==> config.mk <==
export PLATFORM = sky130hd
export DESIGN_NAME = hms_sequencer
export DESIGN_NICKNAME = d
export VERILOG_FILES = /design/src/verilog/hms_pkg.sv /design/src/verilog/hms_sequencer.sv
export SDC_FILE = /design/constraint.sdc
export NUM_CORES = 1
export LEC_CHECK = 0
export ABC_AREA = 1
export BUFFER_PORTS_ARGS = -buffer_cell sky130_fd_sc_hd__buf_2
export CELL_PAD_IN_SITES_DETAIL_PLACEMENT = 0
export CELL_PAD_IN_SITES_GLOBAL_PLACEMENT = 1
export CORE_MARGIN = 8
export CORE_UTILIZATION = 30
export CTS_CLUSTER_SIZE = 20
export DETAILED_ROUTE_END_ITERATION = 16
export GPL_TIMING_DRIVEN = 1
export PLACE_DENSITY_LB_ADDON = 0.1
export SKIP_CTS_REPAIR_TIMING = 1
export SLEW_MARGIN = 15
export SYNTH_ARGS = -nofsm -noshare
export SYNTH_HDL_FRONTEND = slang
export SYNTH_SLANG_ARGS = --single-unit
export TNS_END_PERCENT = 50
==> constraint.sdc <==
create_clock -name pclk -period 1.6 [get_ports pclk]
set_input_delay 0.08 -clock pclk [delete_from_list [all_inputs] [get_ports pclk]]
set_output_delay 0.08 -clock pclk [all_outputs]
set_load 0.02 [all_outputs]
==> src/verilog/hms_pkg.sv <==
// Constants and types shared by the halt mode power sequencer.
`default_nettype none

package hms_pkg;

  // ==========================================================================
  // Instruction decode and condition code values
  // ==========================================================================
  localparam logic [7:0]  HALT_OPCODE     = 8'h8e;
  localparam logic [1:0]  CC_ILEVEL_HALT  = 2'h2;
  localparam logic [1:0]  CC_ILEVEL_RESET = 2'h3;

  // ==========================================================================
  // Oscillator stabilization delays, in CPU cycles
  // ==========================================================================
  localparam logic [12:0] STAB_SHORT_CYC  = 13'h0100;
  localparam logic [12:0] STAB_LONG_CYC   = 13'h1000;
  localparam logic [12:0] STAB_CNT_ONE    = 13'h0001;
  localparam logic [12:0] STAB_CNT_ZERO   = 13'h0000;

  // ==========================================================================
  // Register map, byte addresses on the APB
  // ==========================================================================
  localparam int          ADDR_W          = 12;
  localparam logic [11:0] CTRL_ADDR       = 12'h000;
  localparam logic [11:0] STATUS_ADDR     = 12'h004;
  localparam logic [11:0] CC_ADDR         = 12'h008;

  // Control register field positions and reset value.
  localparam int          CTRL_OIE        = 0;
  localparam int          CTRL_LONG_DLY   = 1;
  localparam int          CTRL_WDG_HALT   = 2;
  localparam int          CTRL_WDG_EN     = 3;
  localparam int          CTRL_W          = 4;
  localparam logic [3:0]  CTRL_RESET      = 4'h0;

  // Status register field positions.
  localparam int          STAT_STATE_LSB  = 0;
  localparam int          STAT_CC_LSB     = 8;
  localparam int          STAT_FROM_RST   = 10;

  // ==========================================================================
  // Sequencer states, one-hot
  // ==========================================================================
  typedef enum logic [5:0] {
    ST_RUN       = 6'h01,
    ST_ACT_HALT  = 6'h02,
    ST_FULL_HALT = 6'h04,
    ST_STABILIZE = 6'h08,
    ST_GUARD     = 6'h10,
    ST_REM_HALT  = 6'h20
  } hms_state_t;

endpackage

`default_nettype wire

==> src/verilog/hms_sequencer.sv <==
// Halt mode power sequencer with an APB register slave.
`default_nettype none

// Contract
// Halt enters active-halt when oscillator wake enable is 1, full halt when 0.
// Active-halt ends only on counter interrupt, specific wake interrupt or reset.
// Interrupt wake from active-halt skips the stabilization wait; CPU resumes at once.
// Active-halt exit inserts the stabilization delay only for reset wake-up.
// Entering either halt mode forces interrupt level bits to 10b.
// An interrupt already pending at halt entry wakes the device immediately.
// Active-halt keeps only oscillator and real-time counter clocked.
// Entering active-halt with watchdog active causes no watchdog reset.
// Clearing the wake enable during the post-wake delay gives full halt meanwhile.
// Full halt ends only on specific wake interrupts or reset, never the counter.
// Full halt exit restarts oscillator and waits 256 or 4096 cycles first.
// Full halt stops the oscillator, CPU and peripherals.
// Watchdog-in-halt option decides whether halt with watchdog enabled resets.
// Wake interrupt service pushes condition code, sets level, pop restores it.
// Opcode 8e is decoded as the halt instruction.
// Software should configure a wake-up pin and its sensitivity before halt.
// Wake pins and reset wake are sensed without the main oscillator.
module hms_sequencer (
  input  wire logic        pclk,
  input  wire logic        presetn,
  input  wire logic        psel,
  input  wire logic        penable,
  input  wire logic        pwrite,
  input  wire logic [11:0] paddr,
  input  wire logic [31:0] pwdata,
  output logic      [31:0] prdata,
  output logic             pready,
  output logic             pslverr,
  input  wire logic        instr_valid,
  input  wire logic [7:0]  instr_opcode,
  input  wire logic [1:0]  isr_level,
  input  wire logic        cc_pop,
  input  wire logic        rtc_irq,
  input  wire logic        irq_pending,
  input  wire logic        ext_wake_pin,
  input  wire logic        wake_reset_pin,
  output logic      [1:0]  condition_code_reg,
  output logic             cc_push,
  output logic             cpu_resume,
  output logic             resume_from_reset,
  output logic             osc_enable,
  output logic             cpu_clk_en,
  output logic             periph_clk_en,
  output logic             rtc_clk_en,
  output logic             watchdog_reset,
  output logic             watchdog_hold
);

  // ==========================================================================
  // Declarations
  // ==========================================================================
  hms_pkg::hms_state_t state;
  hms_pkg::hms_state_t next_state;
  logic [3:0]  main_clock_ctrl_status_reg;
  logic [1:0]  stacked_cc;
  logic [12:0] stab_cnt;
  logic [1:0]  pin_meta;
  logic [1:0]  pin_sync;
  logic        halt_exec;
  logic        osc_wakeup_int_enable;
  logic        watchdog_in_halt_option;
  logic        wdg_enable;
  logic        stab_done;
  logic        ext_wake;
  logic        rst_wake;
  logic        act_wake_irq;
  logic        full_wake_irq;
  logic        irq_resume;
  logic        apb_wr;
  logic        apb_rd;

  // Low power states in which the CPU clock stays off.
  function automatic logic is_halted(input hms_pkg::hms_state_t s);
    is_halted = (s == hms_pkg::ST_ACT_HALT) || (s == hms_pkg::ST_FULL_HALT) ||
                (s == hms_pkg::ST_REM_HALT);
  endfunction

  // Stabilization length from the delay option, minus one for a zero-based count.
  function automatic logic [12:0] stab_last(input logic long_dly);
    stab_last = (long_dly ? hms_pkg::STAB_LONG_CYC : hms_pkg::STAB_SHORT_CYC) -
                hms_pkg::STAB_CNT_ONE;
  endfunction

  assign osc_wakeup_int_enable   = main_clock_ctrl_status_reg[hms_pkg::CTRL_OIE];
  assign watchdog_in_halt_option = main_clock_ctrl_status_reg[hms_pkg::CTRL_WDG_HALT];
  assign wdg_enable              = main_clock_ctrl_status_reg[hms_pkg::CTRL_WDG_EN];

  // ==========================================================================
  // Wake pin synchronisers
  // ==========================================================================
  // The sampling clock is the always-on reference, not the gated oscillator,
  // so the pins stay visible while the main oscillator is stopped.
  genvar gi;
  generate
    for (gi = 0; gi < 2; gi++) begin : g_sync
      always_ff @(posedge pclk or negedge presetn) begin
        if (!presetn) begin
          pin_meta[gi] <= 1'b0;
          pin_sync[gi] <= 1'b0;
        end else begin
          pin_meta[gi] <= (gi == 0) ? ext_wake_pin : wake_reset_pin;
          pin_sync[gi] <= pin_meta[gi];
        end
      end
    end
  endgenerate

  assign ext_wake = pin_sync[0];
  assign rst_wake = pin_sync[1];

  // ==========================================================================
  // Decode and wake qualification
  // ==========================================================================
  assign halt_exec     = instr_valid && (instr_opcode == hms_pkg::HALT_OPCODE);
  // The counter is stopped in full halt, so of the halt modes it wakes active-halt alone.
  assign act_wake_irq  = rtc_irq || ext_wake || irq_pending;
  assign full_wake_irq = ext_wake || irq_pending;
  assign stab_done     = (stab_cnt ==
                          stab_last(main_clock_ctrl_status_reg[hms_pkg::CTRL_LONG_DLY]));
  assign irq_resume    = (state == hms_pkg::ST_ACT_HALT) && !rst_wake && act_wake_irq;

  // ==========================================================================
  // Sequencer next state
  // ==========================================================================
  always_comb begin
    next_state = state;
    case (state)
      hms_pkg::ST_RUN: begin
        if (halt_exec && osc_wakeup_int_enable) begin
          next_state = hms_pkg::ST_ACT_HALT;
        end else if (halt_exec && !(wdg_enable && !watchdog_in_halt_option)) begin
          next_state = hms_pkg::ST_FULL_HALT;
        end
      end
      hms_pkg::ST_ACT_HALT: begin
        if (rst_wake) begin
          next_state = hms_pkg::ST_STABILIZE;
        end else if (act_wake_irq) begin
          next_state = hms_pkg::ST_GUARD;
        end
      end
      hms_pkg::ST_FULL_HALT: begin
        if (rst_wake || full_wake_irq) begin
          next_state = hms_pkg::ST_STABILIZE;
        end
      end
      hms_pkg::ST_STABILIZE: begin
        if (stab_done) begin
          next_state = hms_pkg::ST_RUN;
        end
      end
      hms_pkg::ST_GUARD: begin
        if (stab_done) begin
          next_state = hms_pkg::ST_RUN;
        end else if (!osc_wakeup_int_enable) begin
          next_state = hms_pkg::ST_REM_HALT;
        end
      end
      hms_pkg::ST_REM_HALT: begin
        if (stab_done) begin
          next_state = hms_pkg::ST_RUN;
        end
      end
      default: begin
        next_state = hms_pkg::ST_RUN;
      end
    endcase
  end

  // State register.
  always_ff @(posedge pclk or negedge presetn) begin
    if (!presetn) begin
      state <= hms_pkg::ST_RUN;
    end else begin
      state <= next_state;
    end
  end

  // Delay counter; it restarts on entry to the stabilize and guard states and keeps running
  // through the remaining-halt state so the original window is honoured.
  always_ff @(posedge pclk or negedge presetn) begin
    if (!presetn) begin
      stab_cnt <= hms_pkg::STAB_CNT_ZERO;
    end else if (next_state != state && (next_state == hms_pkg::ST_STABILIZE ||
                                         next_state == hms_pkg::ST_GUARD)) begin
      stab_cnt <= hms_pkg::STAB_CNT_ZERO;
    end else if (state == hms_pkg::ST_STABILIZE || state == hms_pkg::ST_GUARD ||
                 state == hms_pkg::ST_REM_HALT) begin
      stab_cnt <= stab_cnt + hms_pkg::STAB_CNT_ONE;
    end
  end

  // ==========================================================================
  // Wake result and watchdog
  // ==========================================================================
  // Resume pulses and the cause flag; the CPU samples the flag with the pulse.
  always_ff @(posedge pclk or negedge presetn) begin
    if (!presetn) begin
      cpu_resume        <= 1'b0;
      resume_from_reset <= 1'b0;
      cc_push           <= 1'b0;
    end else begin
      cpu_resume <= irq_resume || (state == hms_pkg::ST_STABILIZE && stab_done);
      cc_push    <= irq_resume;
      if (state == hms_pkg::ST_ACT_HALT || state == hms_pkg::ST_FULL_HALT) begin
        resume_from_reset <= rst_wake;
      end
      if (state == hms_pkg::ST_STABILIZE && stab_done && !resume_from_reset) begin
        cc_push <= 1'b1;
      end
    end
  end

  // Full halt with the watchdog armed and the option cleared becomes a reset.
  always_ff @(posedge pclk or negedge presetn) begin
    if (!presetn) begin
      watchdog_reset <= 1'b0;
    end else begin
      watchdog_reset <= (state == hms_pkg::ST_RUN) && halt_exec && !osc_wakeup_int_enable &&
                        wdg_enable && !watchdog_in_halt_option;
    end
  end

  // ==========================================================================
  // Clock gating
  // ==========================================================================
  // Oscillator runs everywhere but full halt and its remainder.
  always_comb begin
    osc_enable    = !(state == hms_pkg::ST_FULL_HALT || state == hms_pkg::ST_REM_HALT);
    rtc_clk_en    = osc_enable;
    cpu_clk_en    = !is_halted(state) && state != hms_pkg::ST_STABILIZE;
    periph_clk_en = cpu_clk_en;
    watchdog_hold = is_halted(state);
  end

  // ==========================================================================
  // Condition code interrupt level
  // ==========================================================================
  // Push saves the level in force before the service level replaces it.
  always_ff @(posedge pclk or negedge presetn) begin
    if (!presetn) begin
      condition_code_reg <= hms_pkg::CC_ILEVEL_RESET;
      stacked_cc         <= hms_pkg::CC_ILEVEL_RESET;
    end else if (state == hms_pkg::ST_RUN && next_state != hms_pkg::ST_RUN) begin
      condition_code_reg <= hms_pkg::CC_ILEVEL_HALT;
    end else if (cc_push) begin
      stacked_cc         <= condition_code_reg;
      condition_code_reg <= isr_level;
    end else if (cc_pop) begin
      condition_code_reg <= stacked_cc;
    end else if (apb_wr && paddr == hms_pkg::CC_ADDR) begin
      condition_code_reg <= pwdata[1:0];
    end
  end

  // ==========================================================================
  // APB slave
  // ==========================================================================
  // Zero wait states; unmapped addresses answer with an error and read zero.
  assign pready = 1'b1;
  assign apb_wr = psel && penable && pwrite;
  assign apb_rd = psel && penable && !pwrite;

  always_ff @(posedge pclk or negedge presetn) begin
    if (!presetn) begin
      main_clock_ctrl_status_reg <= hms_pkg::CTRL_RESET;
    end else if (apb_wr && paddr == hms_pkg::CTRL_ADDR) begin
      main_clock_ctrl_status_reg <= pwdata[hms_pkg::CTRL_W-1:0];
    end
  end

  always_comb begin
    prdata  = 32'h0000_0000;
    pslverr = 1'b0;
    if (paddr == hms_pkg::CTRL_ADDR) begin
      prdata[hms_pkg::CTRL_W-1:0] = main_clock_ctrl_status_reg;
    end else if (paddr == hms_pkg::STATUS_ADDR) begin
      prdata[hms_pkg::STAT_STATE_LSB +: 6] = state;
      prdata[hms_pkg::STAT_CC_LSB +: 2]    = condition_code_reg;
      prdata[hms_pkg::STAT_FROM_RST]       = resume_from_reset;
    end else if (paddr == hms_pkg::CC_ADDR) begin
      prdata[1:0] = condition_code_reg;
    end else begin
      pslverr = psel && penable;
    end
    if (!apb_rd) begin
      prdata = 32'h0000_0000;
    end
  end
endmodule

`default_nettype wire

== Word-level counts from Yosys, hierarchy flattened ==
Index checks and enable logic that the tools add are counted.
Widths: inputs -> output; s select.
Cells by class
  $add $sub $neg: 2
  multiply operators: 0
  divide/modulo/power cells: 0
  magnitude comparators: 0
  eq/ne operators: 15
  shift operators: 0
  multiplexer cells: 28
  bitwise gates (word level): 1
  reductions and logical operators: 44
Operators by type and width (number)
  $mux 6: 8
  $mux 13: 3
  $pmux 6 s5: 1
  $logic_and 1x1->1: 20
  $mux 2: 7
  $add 13x1->13 const B: 1
  $eq 13x13->1: 1
  $sub 13x1->13 const B: 1
  $eq 12x3->1 const B: 1
  $eq 12x4->1 const B: 1
  $eq 6x4->1 const B: 2
  $eq 6x5->1 const B: 2
  $logic_not 12->1: 1
  $logic_or 1x1->1: 11
  $mux 11: 1
  $eq 8x8->1 const B: 1
  $logic_not 1->1: 8
  $mux 4: 2
  $eq 6x1->1 const B: 1
  $eq 6x2->1 const B: 1
  $eq 6x3->1 const B: 1
  $eq 6x6->1 const B: 1
  $mux 3: 2
  $ne 6x1->1 const B: 1
  8 further kinds: 11
Word-level totals
  register bits: 35
  bits in latches: 0
  memory bits (writable): 0
  bits in read-only memories: 0
  output and inout port bits: 45
  word-level logic and storage cells: 103
  memories: 0

== Longest topological paths before layout ==
Gate-level depths: netlist (run 1).
  word-level depth: 11
  depth in mapped cells: 13
  depth with buffers taken out: 12

== Worst setup path after synthesis (run 1) ==
Ideal clock, no wire load.
  kind: reg2reg
  start: register state[1]
  end: register stab_cnt[10]
  data arrival time: 1.588 ns
  required time: 1.476 ns
  slack: -0.113 ns
  cell stages (with the launch flop): 9
  clock period less this slack: 1.713 ns
  cell sequence: dfrtp_1 nor2_2 nand3_2 nand3_4 nand3_2 or2_1 nor2_1 xor2_1 a21oi_1
On the way
  longest elaborated chain between the ends: 7
  elaborated cells between the ends (all ways): 25
Ends and longest elaborated chain
  start, declared: line hms_sequencer.sv:56  | hms_pkg::hms_state_t state;
  start signal, assigned: line hms_sequencer.sv:177  | state <= hms_pkg::ST_RUN;
  start signal, assigned: line hms_sequencer.sv:179  | state <= next_state;
  $eq 6x4->1, or another cell as far along: line hms_sequencer.sv:131, hms_sequencer.sv:191
  $reduce_or 2->1 (no line), or another cell as far along
  $pmux 6 s5: line hms_sequencer.sv:131  | case (state)
  $eq 6x4->1 or $eq 6x5->1 (tied branches): line hms_sequencer.sv:188, hms_sequencer.sv:189
  $logic_or 1x1->1: line hms_sequencer.sv:188  | end else if (next_state != state && (next_state == hms_pkg::ST_STABILIZE ||
  $logic_and 1x1->1: line hms_sequencer.sv:188
  $mux 13 or $reduce_bool 2->1 (tied branches)
  end signal, assigned: line hms_sequencer.sv:187  | stab_cnt <= hms_pkg::STAB_CNT_ZERO;
  end signal, assigned: line hms_sequencer.sv:190  | stab_cnt <= hms_pkg::STAB_CNT_ZERO;
  end signal, assigned: line hms_sequencer.sv:193  | stab_cnt <= stab_cnt + hms_pkg::STAB_CNT_ONE;
  end, declared: line hms_sequencer.sv:60  | logic [12:0] stab_cnt;
Several ways; a longest one is shown, not always the timed one.
A chain may end at the register's enable or synchronous reset.

== Worst setup path after layout (run 1) ==
  start: register state[5]
  end: register stab_cnt[3]
On the way
  longest elaborated chain between the ends: 7
  elaborated cells between the ends (all ways): 25
Ends and longest elaborated chain
  $eq 6x4->1 or $eq 6x6->1 (tied branches): line hms_sequencer.sv:131
  $reduce_or 2->1 (no line)
  $pmux 6 s5 *: line hms_sequencer.sv:131
  via next_state[0]: line hms_sequencer.sv:57  | hms_pkg::hms_state_t next_state;
  $eq 6x4->1 or $eq 6x5->1 (tied branches): line hms_sequencer.sv:188, hms_sequencer.sv:189
  $logic_or 1x1->1: line hms_sequencer.sv:188
  $logic_and 1x1->1 *: line hms_sequencer.sv:188
  $mux 13 or $reduce_bool 2->1 (tied branches)
Mark *: on every way through the listed nets, which the timed path passes. The rest lies on a longest branch.

==> results.sh, run 1 <==
export IMPL_fp_dieW_um=106
export IMPL_violations="setup timing"
export IMPL_ctsHtreeMaxLevel=2
export IMPL_synthDistinctLibCells=35
export IMPL_maxSlewViolCount=0
export IMPL_clock_latency_ns=0.29
export IMPL_area_growth_syn_to_layout_pct=48.1
export IMPL_cap_violations=0
export IMPL_gp_congestion=0.771
export IMPL_cts_tree="built"
export IMPL_final_area_um2=3590
export IMPL_rows=32
export IMPL_worst_setup_path_start_kind="register"
export IMPL_grt_pass1_wl_um=11500
export IMPL_power_density_nw_per_um2=743
export IMPL_fin_nets=522
export IMPL_worstSetupEndpoint="stab_cnt[3]"
export IMPL_setup_viol=25
export IMPL_dr_total_vias=2420
export IMPL_status="finished with violations"
export IMPL_dr_pass1_iters=4
export IMPL_yosysWarnings=0
export IMPL_viasPerCell=4.33
export IMPL_cts_sinks=35
export IMPL_fin_ws_ns=-0.380
export IMPL_postRouteAntennaNets=0
export IMPL_crit_path_end_kind="register"
export IMPL_crit_type="reg2reg"
export IMPL_cts_buffer_depth=2
export IMPL_reg2reg_to="stab_cnt[3]"
export IMPL_dr_first_iter_drc_count=80
export IMPL_layout_min_cycle_time_ns=1.98
export IMPL_p_leak_nw=1.87
export IMPL_yosysSeqAreaShare_pct=36.4
export IMPL_critical_path_max_fanout=6
export IMPL_totalPowerFinal_mw=2.67
export IMPL_clk_pin_slew_ns=0.08
export IMPL_critical_path_startpoint="state[5]"
export IMPL_post_dp_cell_area_um2=3230
export IMPL_min_period_over_period_pct=124
export IMPL_die_y_um=106
export IMPL_peakVddDrop_mv=0.372
export IMPL_worst_r2r_path_depth=10
export IMPL_track_usage_pct=12.4
export IMPL_drive_above_1_share_pct=43.8
export IMPL_die_area_um2=11200
export IMPL_report_final_hold_viol_count=0
export IMPL_first_global_vias=2457
export IMPL_syn_inst=320
export IMPL_largest_reg_flops=13
export IMPL_synth_ff_latch_count=35
export IMPL_required_ns=1.82
export IMPL_numPortBuffers=57
export IMPL_ios=110
export IMPL_final_cell_mix="buf_4, nand2_1, buf_2, inv_1, nor2_1"
export IMPL_hpwl_um=5690
export IMPL_cp_arrival_ns=2.20
export IMPL_gr_total_overflow=0
export IMPL_fmax_ghz=0.505
export IMPL_wl_per_cell_um=12.8
export IMPL_fill_cells=831
export IMPL_final_common_cell="buf_4"
export IMPL_grt_max_degree=16
export IMPL_hold_class="in2reg"
export IMPL_holdWs_ns=0.0279
export IMPL_cts_root_buf="clkbuf_8"
export IMPL_synth_area_um2=2420
export IMPL_avgSynthCellArea_um2=7.58
export IMPL_clock_skew_final_ns=0.00308
export IMPL_rsz0062_at_grt="true"
export IMPL_reg2reg_from="state[5]"
export IMPL_core_um2=7770
export IMPL_drc_errors=0
export IMPL_start_util_pct=31.2
export IMPL_r2r_slack_ns=-0.38
export IMPL_numCtsBuffers=5
export IMPL_antenna_found_initial=0
export IMPL_drt_wl_total_um=7160
export IMPL_n_antenna_cell=0
==> per-layer routing <==
metal	vias to the layer above	share of wire, %	track usage [%]
li1	1256	-	-
met1	1126	42	14.0
met2	33	53	23.1
met3	5	4.3	3.08
met4	0	0.56	2.71
met5	-	0	0
==> metrics by stage <==
stage | TNS (ns) | utilization (%) | setup WS [ns] | std cells
floorplan | -1.10 | - | -0.0979 | 342
detailed placement | -4.82 | 41.6 | -0.325 | 537
CTS | -5.74 | 43.1 | -0.361 | 545
finish | -6.14 | 46.2 | -0.380 | 559
global placement | -4.63 | 41.6 | -0.309 | 537
global route | -8.46 | 46.2 | -0.478 | 559
==> final cells by class <==
type	instances	area (um^2)	share of cell area, %
repair buffers	136	961	26.8
multi-input cells	237	1350	37.7
clock inverters	3	43.8	1.22
inverters	41	154	4.28
clock buffers	5	68.8	1.92
flip-flops and latches	35	885	24.6
well taps	102	128	3.55
==> cell usage after synthesis (all sizes together) <==
cell type / n / area share (%)
nand2: 69 / 11
inv: 41 / 6.3
nor2: 39 / 6.9
dfrtp: 30 / 31
buf: 28 / 8.8
a21oi: 22 / 6.2
nand3: 22 / 6.7
o21ai: 17 / 3.5
xor2: 11 / 4.0
nand4: 9 / 2.3
nor3: 9 / 2.3
dfstp: 5 / 5.4
or2: 4 / 1.0
nor4: 3 / 0.77
conb: 2 / 0.31
a221oi: 1 / 0.36
a31oi: 1 / 0.26
clkbuf: 1 / 0.15
ha: 1 / 0.52
mux2: 1 / 0.46
mux2i: 1 / 0.41
o211ai: 1 / 0.31
o41ai: 1 / 0.36
xnor2: 1 / 0.36
==> power breakdown <==
part           leakage [nW]  switching [mW]  total (mW)  internal, mW
sequential            0.454          0.0382       0.982         0.944
combinational          1.35           0.488       0.881         0.393
clock                0.0581           0.343       0.807         0.464
==> how the worst min path moves through the flow <==
stage | start | slack, ns | end | cells after the start
floorplan | presetn | -0.22 | cc_push | 0
global placement | presetn | 0.02 | main_clock_ctrl_status_reg[2] | 1
detailed placement | presetn | 0.03 | main_clock_ctrl_status_reg[2] | 1
CTS | presetn | -0.29 | main_clock_ctrl_status_reg[2] | 1
global route | pwdata[3] | 0.04 | main_clock_ctrl_status_reg[3] | 2
finish | pwdata[3] | 0.03 | main_clock_ctrl_status_reg[3] | 2
==> critical path: stages (launching register included) <==
cell and delay, ns:
dfrtp_2 0.44, nor2_4 0.17, nand2_2 0.10, nor3_4 0.32, nand3_2 0.13, nand2_2 0.10
nand2_2 0.06, a21oi_4 0.18, nand3_4 0.12, clkbuf_16 0.18, a21oi_2 0.11
==> cells by family (layout without fill, tap and decap cells) <==
group | count (synthesis) | after routing | share of synthesized area (%)
adders and majority gates | 1 | 1 | 0.516
muxes | 2 | 2 | 0.877
and+or+nand+nor | 155 | 155 | 31.2
AOI/OAI and AO/OA | 43 | 43 | 11.0
xor gates and xnor gates | 12 | 12 | 4.33
DFF | 35 | 35 | 36.4
buffers and inverters | 70 | 185 | 15.3
other | 2 | 24 | 0.310
Power figures use the tool's default switching activity.
==> run 2, diff against run 1 <==
--- a/config.mk
+++ b/config.mk
@@ -11,6 +11,7 @@
 export CELL_PAD_IN_SITES_GLOBAL_PLACEMENT = 1
 export CORE_MARGIN = 8
 export CORE_UTILIZATION = 30
+export CTS_BUF_LIST = sky130_fd_sc_hd__clkbuf_4
 export CTS_CLUSTER_SIZE = 20
 export DETAILED_ROUTE_END_ITERATION = 16
 export GPL_TIMING_DRIVEN = 1
==> results.sh, run 2 (same netlist as run 1, synthesis figures left out) <==
export IMPL_rsz0062_at_grt="true"
export IMPL_worst_setup_path_start_kind="register"
export IMPL_gr_total_overflow=0
export IMPL_layout_min_cycle_time_ns=1.99
export IMPL_critical_path_cell_chain="nor2_4 > nand2_2 > nor3_4 > nand3_2 > nand2_2 > nand2_2 > a21oi_4 > nand3_4 > clkbuf_16 > a21oi_2"
export IMPL_fp_dieW_um=106
export IMPL_maxSlewViolCount=0
export IMPL_gp_congestion=0.771
export IMPL_min_period_over_period_pct=125
export IMPL_slowest_delay_ns=0.46
export IMPL_multi_input_area_um2=1360
export IMPL_critical_path_startpoint="state[5]"
export IMPL_clock_skew_final_ns=0.00412
export IMPL_ios=110
export IMPL_fin_nets=523
export IMPL_start_util_pct=31.2
export IMPL_rows=32
export IMPL_grt_max_degree=16
export IMPL_final_seq_area_um2=885
export IMPL_power_density_nw_per_um2=703
export IMPL_core_um2=7770
export IMPL_cts_buffer_depth=2
export IMPL_hpwl_um=5690
export IMPL_setup_tns_ns=-6.80
export IMPL_die_y_um=106
export IMPL_wl_per_cell_um=12.7
export IMPL_crit_type="reg2reg"
export IMPL_status="finished with violations"
export IMPL_final_common_cell="buf_4"
export IMPL_peakVddDrop_mv=0.415
export IMPL_viasPerCell=4.33
export IMPL_crit_family="simple AND/OR/NAND/NOR gates"
export IMPL_cp_num_buf_inv=1
export IMPL_antenna_found_initial=0
export IMPL_hold_path_startpoint="pwdata[2]"
export IMPL_reg2reg_from="state[5]"
export IMPL_clk_pin_slew_ns=0.12
export IMPL_drt_wl_total_um=7110
export IMPL_cts_tree="built"
export IMPL_area_growth_syn_to_layout_pct=47.3
export IMPL_drc_errors=0
export IMPL_dr_first_iter_drc_count=84
export IMPL_dr_total_vias=2423
export IMPL_required_ns=1.88
export IMPL_critical_path_max_fanout=6
export IMPL_dr_pass1_iters=4
export IMPL_place_inst=537
export IMPL_fill_cells=822
export IMPL_setup_viol=26
export IMPL_cts_root_buf="clkbuf_4"
export IMPL_fin_ws_ns=-0.393
export IMPL_grt_pass1_wl_um=11500
export IMPL_cts_sinks=35
export IMPL_crit_path_end_kind="register"
export IMPL_report_final_hold_viol_count=1
export IMPL_cap_violations=0
export IMPL_numCtsBuffers=5
export IMPL_die_area_um2=11200
export IMPL_finalCoreUtilization_pct=46.0
export IMPL_largest_reg_flops=13
export IMPL_numPortBuffers=57
export IMPL_ctsHtreeMaxLevel=2
export IMPL_holdWs_ns=-0.00867
export IMPL_path_common_cell="nand2_2"
export IMPL_cp_arrival_ns=2.28
export IMPL_violations="hold timing, setup timing"
export IMPL_clock_latency_ns=0.34
export IMPL_n_antenna_cell=0
export IMPL_fmax_ghz=0.502
export IMPL_postRouteAntennaNets=0
export IMPL_hold_class="in2reg"
export IMPL_first_global_vias=2458
export IMPL_layout_cells_non_filler=560
export IMPL_p_leak_nw=1.87
export IMPL_final_cell_mix="buf_4, nand2_1, buf_2, inv_1, nor2_1"
export IMPL_cp_slowest_cell="dfrtp_2"
export IMPL_drive_above_1_share_pct=43.4
export IMPL_track_usage_pct=12.5
[run 2: final timing paths]
| check | end | slack (ns) | depth (start not counted) |
|---|---|---|---|
| setup / recovery | stab_cnt[6] | -0.39 | 10 |
| max in group asynchronous | stab_cnt[2] | 0.97 | 3 |
| setup reg to reg | stab_cnt[6] | -0.39 | 10 |
| min in group asynchronous | main_clock_ctrl_status_reg[2] | 0.18 | 2 |
| hold / removal | main_clock_ctrl_status_reg[2] | -0.009 | 3 |
| hold reg to reg | ext_wake | 0.37 | 0 |
[run 2: tightest hold or removal path, cell delays in order]
cell and delay, ns:
buf_2 0.08, nor2_1 0.03, a21oi_1 0.10
[run 2: per-layer routing]
| metal | GRT usage (%) | vias to the layer above | part of all wire, % |
|---|---|---|---|
| met5 | 0 | - | 0 |
| met4 | 3.02 | 0 | 0.89 |
| met3 | 3.08 | 6 | 4.6 |
| met2 | 23.1 | 40 | 52 |
| met1 | 14.0 | 1121 | 42 |
| li1 | - | 1256 | - |
[run 2: final cells by class]
class	count	area share, %
inverter	41	4.31
timing repair buffer	137	27.1
tap	102	3.57
clock inverter	3	1.23
multi-input combinational	237	37.9
sequential	35	24.8
clock buffer	5	1.05
[run 2: stage by stage]
stage | setup slack [ns] | cell area [um^2] | power, mW
after global routing | -0.501 | 3570 | 2.64
after detailed placement | -0.325 | 3230 | 1.70
final | -0.393 | 3570 | 2.51
after CTS | -0.370 | 3310 | 2.37
after global placement | -0.309 | 3230 | 1.69
after floorplan | -0.0979 | 2510 | 1.42
[run 2: where the power goes]
part           leakage [nW]  switching [mW]  internal, mW
registers             0.454          0.0374         0.944
clock network        0.0452           0.331         0.329
logic                  1.37           0.478         0.392
==> run 3, diff against run 2 <==
==> constraint.sdc (replaced) <==
create_clock -name pclk -period 1.6 [get_ports pclk]
set_input_delay 0.48 -clock pclk [delete_from_list [all_inputs] [get_ports pclk]]
set_output_delay 0.48 -clock pclk [all_outputs]
set_load 0.02 [all_outputs]
==> results.sh, run 3 (same netlist as run 1, synthesis figures left out) <==
export IMPL_crit_family="simple AND/OR/NAND/NOR gates"
export IMPL_fp_dieW_um=106
export IMPL_cts_tree="built"
export IMPL_dr_total_vias=2425
export IMPL_layout_min_cycle_time_ns=2.09
export IMPL_power_frac_clock_pct=19.3
export IMPL_fin_nets=518
export IMPL_die_y_um=106
export IMPL_antenna_found_initial=0
export IMPL_gp_congestion=0.800
export IMPL_report_final_hold_viol_count=0
export IMPL_die_area_um2=11200
export IMPL_power_frac_seq_pct=40.1
export IMPL_multi_input_area_um2=1670
export IMPL_status="finished with violations"
export IMPL_internal_power_mw=1.57
export IMPL_cts_buffer_depth=2
export IMPL_start_util_pct=31.2
export IMPL_fill_cells=771
export IMPL_grt_max_degree=36
export IMPL_drc_errors=0
export IMPL_drt_wl_total_um=7380
export IMPL_maxSlewViolCount=0
export IMPL_critical_path_cell_chain="buf_6 > or2_4 > nor2_4 > nand3_4 > clkinv_4 > a21oi_4 > a221oi_4 > buf_6"
export IMPL_clock_skew_final_ns=0.0137
export IMPL_crit_type="in2out"
export IMPL_first_global_vias=2496
export IMPL_viasPerCell=4.37
export IMPL_hold_class="in2async"
export IMPL_crit_path_end_kind="output pin"
export IMPL_dr_first_iter_drc_count=56
export IMPL_required_ns=1.12
export IMPL_cts_sinks=35
export IMPL_ctsHtreeMaxLevel=2
export IMPL_clock_latency_ns=0.33
export IMPL_rsz0062_at_grt="true"
export IMPL_cap_violations=0
export IMPL_numPortBuffers=57
export IMPL_path_common_cell="buf_6"
export IMPL_critical_path_max_fanout=5
export IMPL_postRouteAntennaNets=0
export IMPL_area_growth_syn_to_layout_pct=63.1
export IMPL_core_um2=7770
export IMPL_power_density_nw_per_um2=619
export IMPL_cp_num_buf_inv=3
export IMPL_slowest_delay_ns=0.25
export IMPL_totalPowerFinal_mw=2.45
export IMPL_cp_arrival_ns=1.61
export IMPL_worst_setup_path_start_kind="primary input"
export IMPL_hpwl_um=5640
export IMPL_p_comb_share_pct=40.6
export IMPL_final_cell_mix="buf_4, nand2_1, buf_2, inv_1"
export IMPL_p_sw_uw=877
export IMPL_drive_above_1_share_pct=53.2
export IMPL_power_switching_share_pct=35.8
export IMPL_final_common_cell="buf_4"
export IMPL_numCtsBuffers=5
export IMPL_track_usage_pct=12.6
export IMPL_clk_pin_slew_ns=0.11
export IMPL_fmax_ghz=0.478
export IMPL_final_seq_area_um2=888
export IMPL_wl_per_cell_um=13.3
export IMPL_cts_root_buf="clkbuf_4"
export IMPL_fin_ws_ns=-0.491
export IMPL_largest_reg_flops=13
export IMPL_min_period_over_period_pct=131
export IMPL_p_leak_nw=1.93
export IMPL_peakVddDrop_mv=0.331
export IMPL_violations="setup timing"
export IMPL_dr_pass1_iters=4
export IMPL_setup_tns_ns=-12.02
export IMPL_n_antenna_cell=0
export IMPL_ios=110
export IMPL_rows=32
export IMPL_setup_viol=33
export IMPL_gr_total_overflow=0
export IMPL_cp_slowest_cell="or2_4"
export IMPL_grt_pass1_wl_um=11700
==> run 3: changes by cell type in the layout (fill, tap and decap cells not counted), sizes merged <==
cell         change
buf              -1
clkbuf           +1
dlygate4sd3      -4
bufinv           -1
clkinv           +1
inv              -1
==> run 3: cell type report <==
| class | count | area share, % |
|---|---|---|
| Sequential cell | 35 | 22.5 |
| Multi-Input combinational cell | 237 | 42.2 |
| Clock buffer | 6 | 1.14 |
| Inverter | 41 | 4.21 |
| Clock inverter | 2 | 0.190 |
| Timing Repair Buffer | 132 | 26.5 |
| Tap cell | 102 | 3.23 |
==> run 3: final timing paths <==
check                      slack [ns]    startpoint                            end  cells past startpoint
setup / recovery                -0.49      paddr[0]                      prdata[0]                      8
hold reg to reg                  0.36   pin_meta[0]                       ext_wake                      0
max in group asynchronous        1.26       presetn                  stacked_cc[0]                      2
min in group pclk                0.26  ext_wake_pin                    pin_meta[0]                      1
hold / removal                   0.08       presetn  main_clock_ctrl_status_reg[2]                      2
setup reg to reg                -0.40      state[5]                    stab_cnt[3]                     10
==> run 3: metal layers <==
metal,up-vias,share of wire (%),GRT usage [%]
met5,-,0,0
met4,0,0.60,2.81
met3,5,3.1,2.54
met2,33,55,22.8
met1,1136,42,14.8
li1,1251,-,-
==> run 3: power by group through the flow <==
stage | clock network, mW | registers (mW) | logic, mW
after floorplan | 0 | 1.02 | 0.399
after global placement | 0 | 0.990 | 0.710
after detailed placement | 0 | 0.993 | 0.705
after CTS | 0.523 | 0.976 | 0.710
after global routing | 0.548 | 0.988 | 1.06
final | 0.473 | 0.981 | 0.995
==> run 3: through the flow <==
stage	hold WS [ns]	instances	setup WS (ns)	area (um^2)	util (%)
floorplan	0.184	342	-0.372	2620	-
global placement	0.334	535	-0.563	3320	42.7
detailed placement	0.338	535	-0.573	3320	42.7
CTS	0.0652	543	-0.580	3370	43.4
global route	0.0718	555	-0.550	3960	50.9
finish	0.0773	555	-0.491	3960	50.9
